<file path="config.mk">
export PLATFORM = sky130hd
export DESIGN_NAME = frame_overflow_event_reporter
export DESIGN_NICKNAME = d
export VERILOG_FILES = /design/src/overflow_event_pkg.sv /design/src/frame_overflow_event_reporter.sv
export VERILOG_INCLUDE_DIRS = /design/src
export SDC_FILE = /design/constraint.sdc
export NUM_CORES = 1
export LEC_CHECK = 0
export BUFFER_PORTS_ARGS = -buffer_cell sky130_fd_sc_hd__buf_2
export CORE_MARGIN = 4
export CORE_UTILIZATION = 55
export DETAILED_ROUTE_END_ITERATION = 10
export PLACE_DENSITY = 0.88
export SYNTH_ARGS = -nofsm -noshare
export SYNTH_HDL_FRONTEND = slang
export SYNTH_SLANG_ARGS = --single-unit
</file>
<file path="constraint.sdc">
create_clock -name core_clk -period 4.9 [get_ports core_clk]
set_input_delay 0.245 -clock core_clk [delete_from_list [all_inputs] [get_ports core_clk]]
set_output_delay 0.245 -clock core_clk [all_outputs]
set_load 0.005 [all_outputs]
</file>
<file path="src/overflow_event_defines.svh">
// Offsets, field positions, reset values and counts of the overflow event block
`ifndef OVERFLOW_EVENT_DEFINES_SVH
`define OVERFLOW_EVENT_DEFINES_SVH

// ****************************************************************
// Register byte offsets
// ****************************************************************
`define OFS_CTRL        5'h00
`define OFS_ENTER_LEVEL 5'h04
`define OFS_EXIT_LEVEL  5'h08
`define OFS_STATE       5'h0c
`define OFS_IRQ_STATUS  5'h10
`define OFS_IRQ_MASK    5'h14
`define OFS_LAST_LO     5'h18
`define OFS_LAST_HI     5'h1c

// ****************************************************************
// Control fields and reset values
// ****************************************************************
`define CTRL_FILTER_LSB   0
`define CTRL_FILTER_MSB   2
`define FILTER_RESET      3'h2
// Occupancy in half percent steps, 0 to 200
`define ENTER_LEVEL_RESET 8'hc7
`define EXIT_LEVEL_RESET  8'h64

// ****************************************************************
// Packet layout
// ****************************************************************
`define PKT_FRAME_LSB     0
`define PKT_FRAME_MSB     15
`define PKT_MASK_LSB      32
`define PKT_MASK_MSB      47
`define MASK_TRUNC_BIT    0
`define MASK_DROP_BIT     1
`define MASK_INTACT_BIT   2

// ****************************************************************
// Interrupt bits
// ****************************************************************
`define IRQ_EVENT_BIT     0
`define IRQ_OVERRUN_BIT   1
`define IRQ_OVERFLOW_BIT  2
`define IRQ_BITS          3

`endif

</file>
<file path="src/overflow_event_pkg.sv">
// Types shared by the overflow event block and its users
package overflow_event_pkg;

  typedef enum logic [2:0] {
    FILTER_INCOMPLETE,
    FILTER_DROPPED,
    FILTER_INCOMPLETE_OR_DROPPED,
    FILTER_CORRECT,
    FILTER_INCOMPLETE_OR_CORRECT,
    FILTER_DROPPED_OR_CORRECT,
    FILTER_ALL,
    FILTER_NONE
  } filter_e;

  typedef enum logic [1:0] {
    FR_IDLE,
    FR_PASS,
    FR_CUT,
    FR_DROP
  } frame_state_e;

  typedef struct packed {
    logic        valid;
    logic [63:0] data;
    logic [31:0] stamp;
  } event_s;

  typedef struct packed {
    logic        valid;
    logic [31:0] data;
    logic        last;
    logic        truncated;
  } dma_s;

  typedef struct packed {
    logic [4:0]  address;
    logic        read;
    logic        write;
    logic [31:0] writedata;
  } avs_req_s;

  typedef struct packed {
    logic [31:0] readdata;
    logic        waitrequest;
  } avs_rsp_s;

  typedef struct packed {
    logic         frame_start;
    logic         frame_end;
    logic [15:0]  frame_number;
    logic         data_valid;
    logic [31:0]  data;
  } cam_s;

  typedef struct packed {
    filter_e      filter;
    logic [7:0]   enter_level;
    logic [7:0]   exit_level;
    logic         overflow;
    frame_state_e frame;
    logic [15:0]  frame_number;
    logic [31:0]  stamp_count;
    logic [31:0]  frame_stamp;
    logic [2:0]   irq_status;
    logic [2:0]   irq_mask;
    logic         irq;
    event_s       event_out;
    logic [63:0]  last_packet;
    dma_s         dma;
    avs_rsp_s     rsp;
  } state_s;

endpackage

</file>
<file path="src/frame_overflow_event_reporter.sv">
// Per-frame overflow classifier, event packet builder and register slave
//
// How it works
// - Classify each frame; event per kind, filtered
// - Event carries kind, frame number, timestamp
// - Event packet is one 64-bit word
// - Packet bits 15:0 hold frame number
// - Packet bits 47:32 hold overflow mask
// - Frame number taken from camera stream
// - Frame number is 16-bit, wraps to zero
// - Truncated frame data still forwarded to DMA
// - Lost frame fully discarded, no DMA
// - Truncated and lost never both set
// - Event decodes to number plus three flags
// - Eight filter settings, reset incomplete-or-lost
// - Above enter level, cut frame as incomplete
// - In overflow drop frames; exit below level
`include "overflow_event_defines.svh"
`timescale 1ns/10ps
`default_nettype none

module frame_overflow_event_reporter (
  input  wire logic                          core_clk,
  input  wire logic                          rst_n,
  input  wire overflow_event_pkg::avs_req_s  avs_req,
  output var  overflow_event_pkg::avs_rsp_s  avs_rsp,
  input  wire overflow_event_pkg::cam_s      cam,
  input  wire logic [7:0]                    buffer_occupancy,
  output var  overflow_event_pkg::dma_s      dma_out,
  output var  overflow_event_pkg::event_s    event_out,
  input  wire logic                          event_ready,
  output logic                               overflow_active,
  output logic                               irq
);
  import overflow_event_pkg::*;

  state_s state_reg;
  state_s state_next;

  // ****************************************************************
  // Combinational helpers
  // ****************************************************************
  logic        ovf_now;
  logic        ovf_rise;
  logic        end_seen;
  logic        kind_trunc;
  logic        kind_drop;
  logic        kind_intact;
  logic        selected;
  logic [15:0] mask_word;
  logic [63:0] packet;
  logic        slot_free;
  logic        bus_req;
  logic        bus_take;
  logic        wr_take;
  logic [31:0] rd_word;
  logic [2:0]  irq_set;
  logic [2:0]  irq_clr;

  always_comb begin
    state_next = state_reg;
    ovf_now = state_reg.overflow;
    ovf_rise = 1'b0;
    end_seen = 1'b0;
    kind_trunc = 1'b0;
    kind_drop = 1'b0;
    kind_intact = 1'b0;
    selected = 1'b0;
    mask_word = 16'h0000;
    packet = 64'h0000_0000_0000_0000;
    slot_free = 1'b0;
    bus_req = 1'b0;
    bus_take = 1'b0;
    wr_take = 1'b0;
    rd_word = 32'h0000_0000;
    irq_set = 3'h0;
    irq_clr = 3'h0;

    // ****************************************************************
    // Overflow state with hysteresis
    // ****************************************************************
    // Strict compares, so a level sitting on a threshold changes nothing
    // Half percent steps; the finest trip point is one step
    if (!state_reg.overflow &&
        (buffer_occupancy > state_reg.enter_level)) begin
      ovf_now = 1'b1;
    end else if (state_reg.overflow &&
                 (buffer_occupancy < state_reg.exit_level)) begin
      ovf_now = 1'b0;
    end
    ovf_rise = ovf_now && !state_reg.overflow;
    state_next.overflow = ovf_now;

    // ****************************************************************
    // Frame timestamp
    // ****************************************************************
    // Free running; wraps after about 17 s at 250 MHz
    state_next.stamp_count = state_reg.stamp_count + 32'h0000_0001;

    // ****************************************************************
    // Frame tracking and data gate
    // ****************************************************************
    state_next.dma.valid = 1'b0;
    state_next.dma.last = 1'b0;
    state_next.dma.truncated = 1'b0;

    case (state_reg.frame)
      FR_IDLE: begin
        if (cam.frame_start) begin
          state_next.frame_number = cam.frame_number;
          state_next.frame_stamp = state_reg.stamp_count;
          // Decision is made on the start cycle, using the fresh state
          state_next.frame = ovf_now ? FR_DROP : FR_PASS;
        end
      end
      FR_PASS: begin
        if (ovf_now) begin
          // Cut at once; the beat of this cycle is not forwarded
          state_next.frame = FR_CUT;
          if (cam.frame_end) begin
            state_next.frame = FR_IDLE;
            end_seen = 1'b1;
            kind_trunc = 1'b1;
          end
        end else begin
          if (cam.data_valid) begin
            state_next.dma.valid = 1'b1;
            state_next.dma.data = cam.data;
          end
          if (cam.frame_end) begin
            state_next.frame = FR_IDLE;
            end_seen = 1'b1;
            kind_intact = 1'b1;
            state_next.dma.valid = 1'b1;
            state_next.dma.last = 1'b1;
            if (!cam.data_valid) begin
              state_next.dma.data = 32'h0000_0000;
            end
          end
        end
        if (ovf_now) begin
          // Closing beat so the host sees the short frame end
          state_next.dma.valid = 1'b1;
          state_next.dma.last = 1'b1;
          state_next.dma.truncated = 1'b1;
          state_next.dma.data = 32'h0000_0000;
        end
      end
      FR_CUT: begin
        if (cam.frame_end) begin
          state_next.frame = FR_IDLE;
          end_seen = 1'b1;
          kind_trunc = 1'b1;
        end
      end
      FR_DROP: begin
        // Nothing of this frame reaches the DMA side
        if (cam.frame_end) begin
          state_next.frame = FR_IDLE;
          end_seen = 1'b1;
          kind_drop = 1'b1;
        end
      end
      default: begin
        state_next.frame = FR_IDLE;
      end
    endcase

    // ****************************************************************
    // Event filter and packet
    // ****************************************************************
    case (state_reg.filter)
      FILTER_INCOMPLETE: begin
        selected = kind_trunc;
      end
      FILTER_DROPPED: begin
        selected = kind_drop;
      end
      FILTER_INCOMPLETE_OR_DROPPED: begin
        selected = kind_trunc || kind_drop;
      end
      FILTER_CORRECT: begin
        selected = kind_intact;
      end
      FILTER_INCOMPLETE_OR_CORRECT: begin
        selected = kind_trunc || kind_intact;
      end
      FILTER_DROPPED_OR_CORRECT: begin
        selected = kind_drop || kind_intact;
      end
      FILTER_ALL: begin
        selected = end_seen;
      end
      default: begin
        // Unused code: no events rather than guessing
        selected = 1'b0;
      end
    endcase

    // ****************************************************************
    // Packet
    // ****************************************************************
    // Kinds come from one frame state, so only one can be set
    mask_word[`MASK_TRUNC_BIT] = kind_trunc;
    mask_word[`MASK_DROP_BIT] = kind_drop;
    mask_word[`MASK_INTACT_BIT] = kind_intact;
    packet[`PKT_FRAME_MSB:`PKT_FRAME_LSB] = state_reg.frame_number;
    packet[`PKT_MASK_MSB:`PKT_MASK_LSB] = mask_word;

    // ****************************************************************
    // Event slot
    // ****************************************************************
    // One slot only: a slow host loses events, frames never stall
    slot_free = !state_reg.event_out.valid || event_ready;
    if (state_reg.event_out.valid && event_ready) begin
      state_next.event_out.valid = 1'b0;
    end
    if (selected) begin
      if (slot_free) begin
        state_next.event_out.valid = 1'b1;
        state_next.event_out.data = packet;
        state_next.event_out.stamp = state_reg.frame_stamp;
        state_next.last_packet = packet;
        irq_set[`IRQ_EVENT_BIT] = 1'b1;
      end else begin
        // Host too slow: this event is lost, flagged to software
        irq_set[`IRQ_OVERRUN_BIT] = 1'b1;
      end
    end
    irq_set[`IRQ_OVERFLOW_BIT] = ovf_rise;

    // ****************************************************************
    // Avalon-MM slave, one wait cycle per access
    // ****************************************************************
    // Fixed single wait cycle; masters still poll waitrequest
    bus_req = avs_req.read || avs_req.write;
    bus_take = bus_req && !state_reg.rsp.waitrequest;
    wr_take = bus_take && avs_req.write;
    state_next.rsp.waitrequest = !(bus_req && state_reg.rsp.waitrequest);

    // ****************************************************************
    // Register read
    // ****************************************************************
    // Mux follows the address; data is latched only in the wait cycle
    case (avs_req.address)
      `OFS_CTRL: begin
        rd_word[`CTRL_FILTER_MSB:`CTRL_FILTER_LSB] = state_reg.filter;
      end
      `OFS_ENTER_LEVEL: begin
        rd_word[7:0] = state_reg.enter_level;
      end
      `OFS_EXIT_LEVEL: begin
        rd_word[7:0] = state_reg.exit_level;
      end
      `OFS_STATE: begin
        rd_word[0] = state_reg.overflow;
        rd_word[2:1] = state_reg.frame;
        rd_word[3] = state_reg.event_out.valid;
      end
      `OFS_IRQ_STATUS: begin
        rd_word[2:0] = state_reg.irq_status;
      end
      `OFS_IRQ_MASK: begin
        rd_word[2:0] = state_reg.irq_mask;
      end
      `OFS_LAST_LO: begin
        rd_word = state_reg.last_packet[31:0];
      end
      `OFS_LAST_HI: begin
        rd_word = state_reg.last_packet[63:32];
      end
      default: begin
        rd_word = 32'h0000_0000;
      end
    endcase
    if (bus_req && state_reg.rsp.waitrequest) begin
      state_next.rsp.readdata = avs_req.read ? rd_word : 32'h0000_0000;
    end

    // ****************************************************************
    // Register write
    // ****************************************************************
    // Writes land on the taking edge only, never in the wait cycle
    if (wr_take) begin
      case (avs_req.address)
        `OFS_CTRL: begin
          state_next.filter = filter_e'(
            avs_req.writedata[`CTRL_FILTER_MSB:`CTRL_FILTER_LSB]);
        end
        `OFS_ENTER_LEVEL: begin
          state_next.enter_level = avs_req.writedata[7:0];
        end
        `OFS_EXIT_LEVEL: begin
          state_next.exit_level = avs_req.writedata[7:0];
        end
        `OFS_IRQ_STATUS: begin
          irq_clr = avs_req.writedata[2:0];
        end
        `OFS_IRQ_MASK: begin
          state_next.irq_mask = avs_req.writedata[2:0];
        end
        default: begin
          state_next.irq_mask = state_reg.irq_mask;
        end
      endcase
    end

    // ****************************************************************
    // Interrupt
    // ****************************************************************
    // Set wins over a clear in the same cycle
    // Level output; software clears the cause, not the line
    state_next.irq_status = (state_reg.irq_status & ~irq_clr) | irq_set;
    state_next.irq = |(state_next.irq_status & state_next.irq_mask);
  end

  // ****************************************************************
  // State register
  // ****************************************************************
  always_ff @(posedge core_clk) begin
    if (!rst_n) begin
      state_reg <= '0;
      state_reg.filter <= filter_e'(`FILTER_RESET);
      state_reg.enter_level <= `ENTER_LEVEL_RESET;
      state_reg.exit_level <= `EXIT_LEVEL_RESET;
      state_reg.frame <= FR_IDLE;
      state_reg.rsp.waitrequest <= 1'b1;
    end else begin
      state_reg <= state_next;
    end
  end

  assign avs_rsp = state_reg.rsp;
  assign dma_out = state_reg.dma;
  assign event_out = state_reg.event_out;
  assign overflow_active = state_reg.overflow;
  assign irq = state_reg.irq;

endmodule

`default_nettype wire

</file>
# ---- Word-level counts from Yosys, hierarchy flattened
# Cells that the tools add are included.
dict set report word_totals {
  regBits 229
}
dict set report op_classes {
  add_sub_neg 1
  n_lt_le_gt_ge 2
  n_eq_ne 17
  mux 35
  bitwise 4
  n_reduce_logical 28
}
# op n
set op_table {}
lappend op_table {{$mux 161} 2}
lappend op_table {{$mux 32} 2}
lappend op_table {{$mux 35} 1}
lappend op_table {{$mux 34} 1}
lappend op_table {{$mux 33} 1}
lappend op_table {{$add 32x1->32 const B} 1}
lappend op_table {{$pmux 3 s8} 1}
lappend op_table {{$eq 5x5->1 const B} 4}
lappend op_table {{$mux 18} 1}
lappend op_table {{$mux 3} 4}
lappend op_table {{$pmux 4 s3} 1}
lappend op_table {{$reduce_and 2->1} 6}
lappend op_table {{$mux 1} 11}
lappend op_table {{$eq 5x4->1 const B} 2}
lappend op_table {{$mux 2} 5}
lappend op_table {{$eq 3x3->1 const B} 3}
lappend op_table {{$gt 8x8->1} 1}
lappend op_table {{$lt 8x8->1} 1}
lappend op_table {{$mux 8} 1}
lappend op_table {{$logic_and 1x1->1} 7}
lappend op_table {{$pmux 1 s7} 1}
lappend op_table {{$and 3x3->3} 2}
lappend op_table {{$eq 3x2->1 const B} 2}
lappend op_table {{$pmux 2 s3} 1}
lappend op_table {{16 further kinds} 25}

# ---- Longest topological paths before layout
dict set report logic_depth {
  word_depth 12
  depth_mapped 9
}

# ---- Least setup slack after synthesis
# No wires, ideal clock.
dict set report synth_path {
  path_kind {reg-to-reg}
  from {register state_reg[332] (netlist name)}
  to {register state_reg, in the netlist event_out[0]}
  setup_time_ps 72
  arrival_ps 2233
  setup_slack_ps 2596
  path_stages_with_launch 10
  synth_period_minus_slack_ps 2304
  cell_sequence {dfxtp_1 inv_1 ha_1 a211oi_1 nor2_1 nor4bb_1 o21ai_1 mux2i_2 buf_4 mux2i_1}
}
dict set report synth_between {
  elab_chain_len 8
}
# item line
set synth_rtl {}
lappend synth_rtl {{start, declared} frame_overflow_event_reporter.sv:37} ;# state_s state_reg;
lappend synth_rtl {{start signal, assigned} frame_overflow_event_reporter.sv:329} ;# state_reg <= state_next;
lappend synth_rtl {{$gt 8x8->1 *} frame_overflow_event_reporter.sv:85} ;# (buffer_occupancy > state_reg.enter_level)) begin
lappend synth_rtl {{$logic_and 1x1->1 *} frame_overflow_event_reporter.sv:84} ;# if (!state_reg.overflow &&
lappend synth_rtl {{$mux 1 *} frame_overflow_event_reporter.sv:84}
lappend synth_rtl {{$mux 1} frame_overflow_event_reporter.sv:117} ;# if (ovf_now) begin
lappend synth_rtl {{$pmux 1 s2 / $mux 1 (equally long branches)} frame_overflow_event_reporter.sv:107} ;# case (state_reg.frame)
lappend synth_rtl {{$logic_or 1x1->1 (on tied branches)} {frame_overflow_event_reporter.sv:186, frame_overflow_event_reporter.sv:180, frame_overflow_event_reporter.sv:189}}
lappend synth_rtl {{$pmux 1 s7 *} frame_overflow_event_reporter.sv:172} ;# case (state_reg.filter)
lappend synth_rtl {{$reduce_and 2->1 (no source line) *} -}
# Mark *: on every way between the ends. The rest lies on a longest branch, timed or not.
# A chain may end at the register's enable or synchronous reset.

# ---- Worst setup path in the final report
dict set report layout_path {
  from {register state_reg[328] (netlist name)}
  to {register state_reg, in the netlist event_out[43]}
}
# Same word-level chain as after synthesis.

==> flow_summary.json <==
{
  "status": "complete, no violations",
  "clk_path_buf_depth": 3,
  "netlist_area_um2": 9990,
  "asyncSetResetFlopFracSynth_pct": 0,
  "vdd_drop_max_v": 0.000291,
  "postCtsHoldBufs": 49,
  "yosysMostFrequentCell": "nand2_1",
  "gp_congestion": 0.898,
  "synthTopCellsByArea": "dfxtp_1 43%, buf_4 13%, nand2_1 8.8%",
  "routed_wl_um": 22700,
  "power_density_nw_per_um2": 337,
  "min-delay-path-class": "in -> reg",
  "path_buf_inv": 3,
  "rsz0062_at_grt": "no",
  "reg2reg_slack_ns": 1.44,
  "vias": 7853,
  "setup_tns_ns": 0,
  "postPlaceCellArea_um2": 9980,
  "largest_reg_flops": 91,
  "holdPathStages": 3,
  "ys_types": 53,
  "drv_slew": 0,
  "reg2reg_to": "event_out[43]$_SDFFE_PN0P_",
  "path_cells": "inv_1, ha_1, nor2b_1, o211ai_1, nor4bb_1, o21ai_1, buf_4, mux2i_4, buf_4, mux2i_1",
  "clock_skew_ns": 0.0171,
  "crit_required_ns": 5.31,
  "synth.largest_area_cell": "dfxtp_1",
  "cts_buffers": 22,
  "area_growth_pct": 12.4,
  "antenna_found_initial": 1,
  "cpLargestDelayFamily": "multiplexers",
  "drv_cap": 0,
  "crit_end": "event_out[43]$_SDFFE_PN0P_",
  "slew_headroom_pct": 13.1,
  "crit_type": "reg -> reg",
  "synth_cells": 1155,
  "grt_pass1_vias": 7361,
  "cts_resized": 0,
  "detailedRoute.firstPassIterationCount": 6,
  "hp-start": "avs_req[3]",
  "cts_setup_buffers": 0,
  "nets": 1371,
  "die-area_um2": 20400,
  "worstMarginPinSlew_ns": 1.29,
  "synth_edf_count": 0,
  "clk_pin_slew_ns": 0.06,
  "synthTopCellsByCount": "235 x nand2_1, 213 x dfxtp_1, 170 x buf_4",
  "port_buffers": 182,
  "cts_sinks": 213,
  "start_util_pct": 55.8,
  "r2r-start": "state_reg[328]$_SDFFE_PN1P_",
  "via_per_inst": 5.26,
  "power.leakage_uw": 0.00514,
  "clockRootBuffer": "clkbuf_16",
  "ff2ff_path_depth": 10,
  "critPathMaxStageDelay_ns": 0.69,
  "die_w_um": 143,
  "ys.flop_type": "dfxtp_1",
  "critPathArrivalTime_ns": 3.87,
  "yosys.area.top_type_share_pct": 42.7,
  "drc": 0,
  "grt_max_degree": 68,
  "cts_tree": "yes",
  "setup-violations-final": 0,
  "grt.total_usage_pct": 20.9,
  "avgSynthCellArea_um2": 8.65,
  "yosys_warnings": 0,
  "io_pins": 268,
  "h-tree-depth": 1,
  "die_h_um": 143,
  "design_area_um2": 11200,
  "worst_setup_path_start_kind": "register",
  "postRouteAntennaNets": 0,
  "period_minus_slack_ns": 3.46,
  "synth_seq_cells": 213,
  "cp-end-kind": "register",
  "critPathMaxFanout": 20,
  "grt_pass1_wl_um": 35700,
  "core_area_um2": 17900,
  "crit_cells": 10,
  "fmax_mhz": 289,
  "worst_path_most_repeated_cell": "buf_4",
  "drtIter0Drc": 414,
  "finalHoldViolations": 0,
  "overflow": 0,
  "rows": 49,
  "place.detailed.hpwl_um": 14900,
  "period_share_pct": 70.6,
  "ys_seq_area_share_pct": 42.7,
  "critPathLaunch": "state_reg[328]$_SDFFE_PN1P_",
  "final_layout_size_suffix_gt1_share_pct": 18.2,
  "wl_per_cell_um": 15.2,
  "cp_slowest_cell": "mux2i_4",
  "clock_latency_ns": 0.49
}
[tightest hold or removal path, stage by stage]
cell     delay, ns
buf_2         0.10
mux2i_1       0.06
nor2_1        0.08
[cells by family (layout without fill, tap and decap cells)]
family / after synthesis / in the layout / share of synthesized area [%]
buf+inv: 250 / 298 / 15.9
fa+ha+maj: 21 / 21 / 2.63
simple gates: 395 / 395 / 17.2
mux: 80 / 80 / 8.32
other cells: 1 / 62 / 0.0375
xor+xnor: 27 / 27 / 2.37
compound gates: 168 / 168 / 10.9
flops: 213 / 213 / 42.7
[layout make-up]
type,count,area [µm²]
Timing Repair Buffer,238,1460
Tap cell,229,287
Fill cell,1488,6670
Clock inverter,5,103
Multi-Input combinational cell,752,4380
Antenna cell,1,2.50
Sequential cell,213,4260
Clock buffer,33,653
Inverter,22,83.8
[report_power, final]
part,internal [µW],switching [µW]
Clock,1080,650
Sequential,1760,17.6
Combinational,109,172
Total,2940,839
[placed cells by master (no fill, tap or decap), types with 10 or more instances in the layout]
master / netlist / routed
dlygate4sd3_1: 0 / 49
nand4_1: 10 / 10
a22o_1: 32 / 32
nand3_1: 16 / 16
a21oi_1: 72 / 71
inv_1: 21 / 21
xor2_1: 11 / 11
ha_1: 21 / 21
o21ai_0: 18 / 18
a22oi_1: 14 / 14
conb_1: 1 / 61
buf_2: 7 / 181
xnor2_1: 16 / 16
mux2i_1: 76 / 76
and2_1: 14 / 13
nor2_1: 71 / 70
dfxtp_1: 213 / 213
clkbuf_16: 0 / 23
nand2_1: 235 / 235
[worst min-delay path by stage]
| stage | to | slack [ns] |
|---|---|---|
| 5_1_grt | dma_out[18]$_SDFFE_PN0P_ | 0.008 |
| 6_report | state_reg[322]$_SDFFE_PN0P_ | 0.02 |
| 3_5_place_dp | event_out[46]$_SDFFE_PN0P_ | 0.45 |
| 3_3_place_gp | event_out[41]$_SDFFE_PN0P_ | 0.44 |
| 2_1_floorplan | state_reg[321]$_SDFFE_PN1P_ | 0.37 |
| 4_1_cts | state_reg[330]$_SDFFE_PN0P_ | 0.001 |
[stage by stage]
step	cells	total power [µW]	utilization, %	hold slack, ns	worst slack, ns
after floorplan	1215	2020	-	0.370	2.60
after global placement	1405	2050	55.8	0.440	1.64
after detailed placement	1405	2060	55.8	0.447	1.54
after CTS	1492	3810	62.7	0.00112	1.43
after global routing	1493	3930	62.7	0.00806	1.11
final	1493	3780	62.7	0.0211	1.44
[layer usage]
layer	wire, µm	part of all wire, %	GRT usage (%)
met5	0	0	0
met4	874	3.9	9.40
met3	1240	5.5	3.25
met2	11300	50	36.2
met1	9310	41	25.6
(Power assumes the default switching activity.)
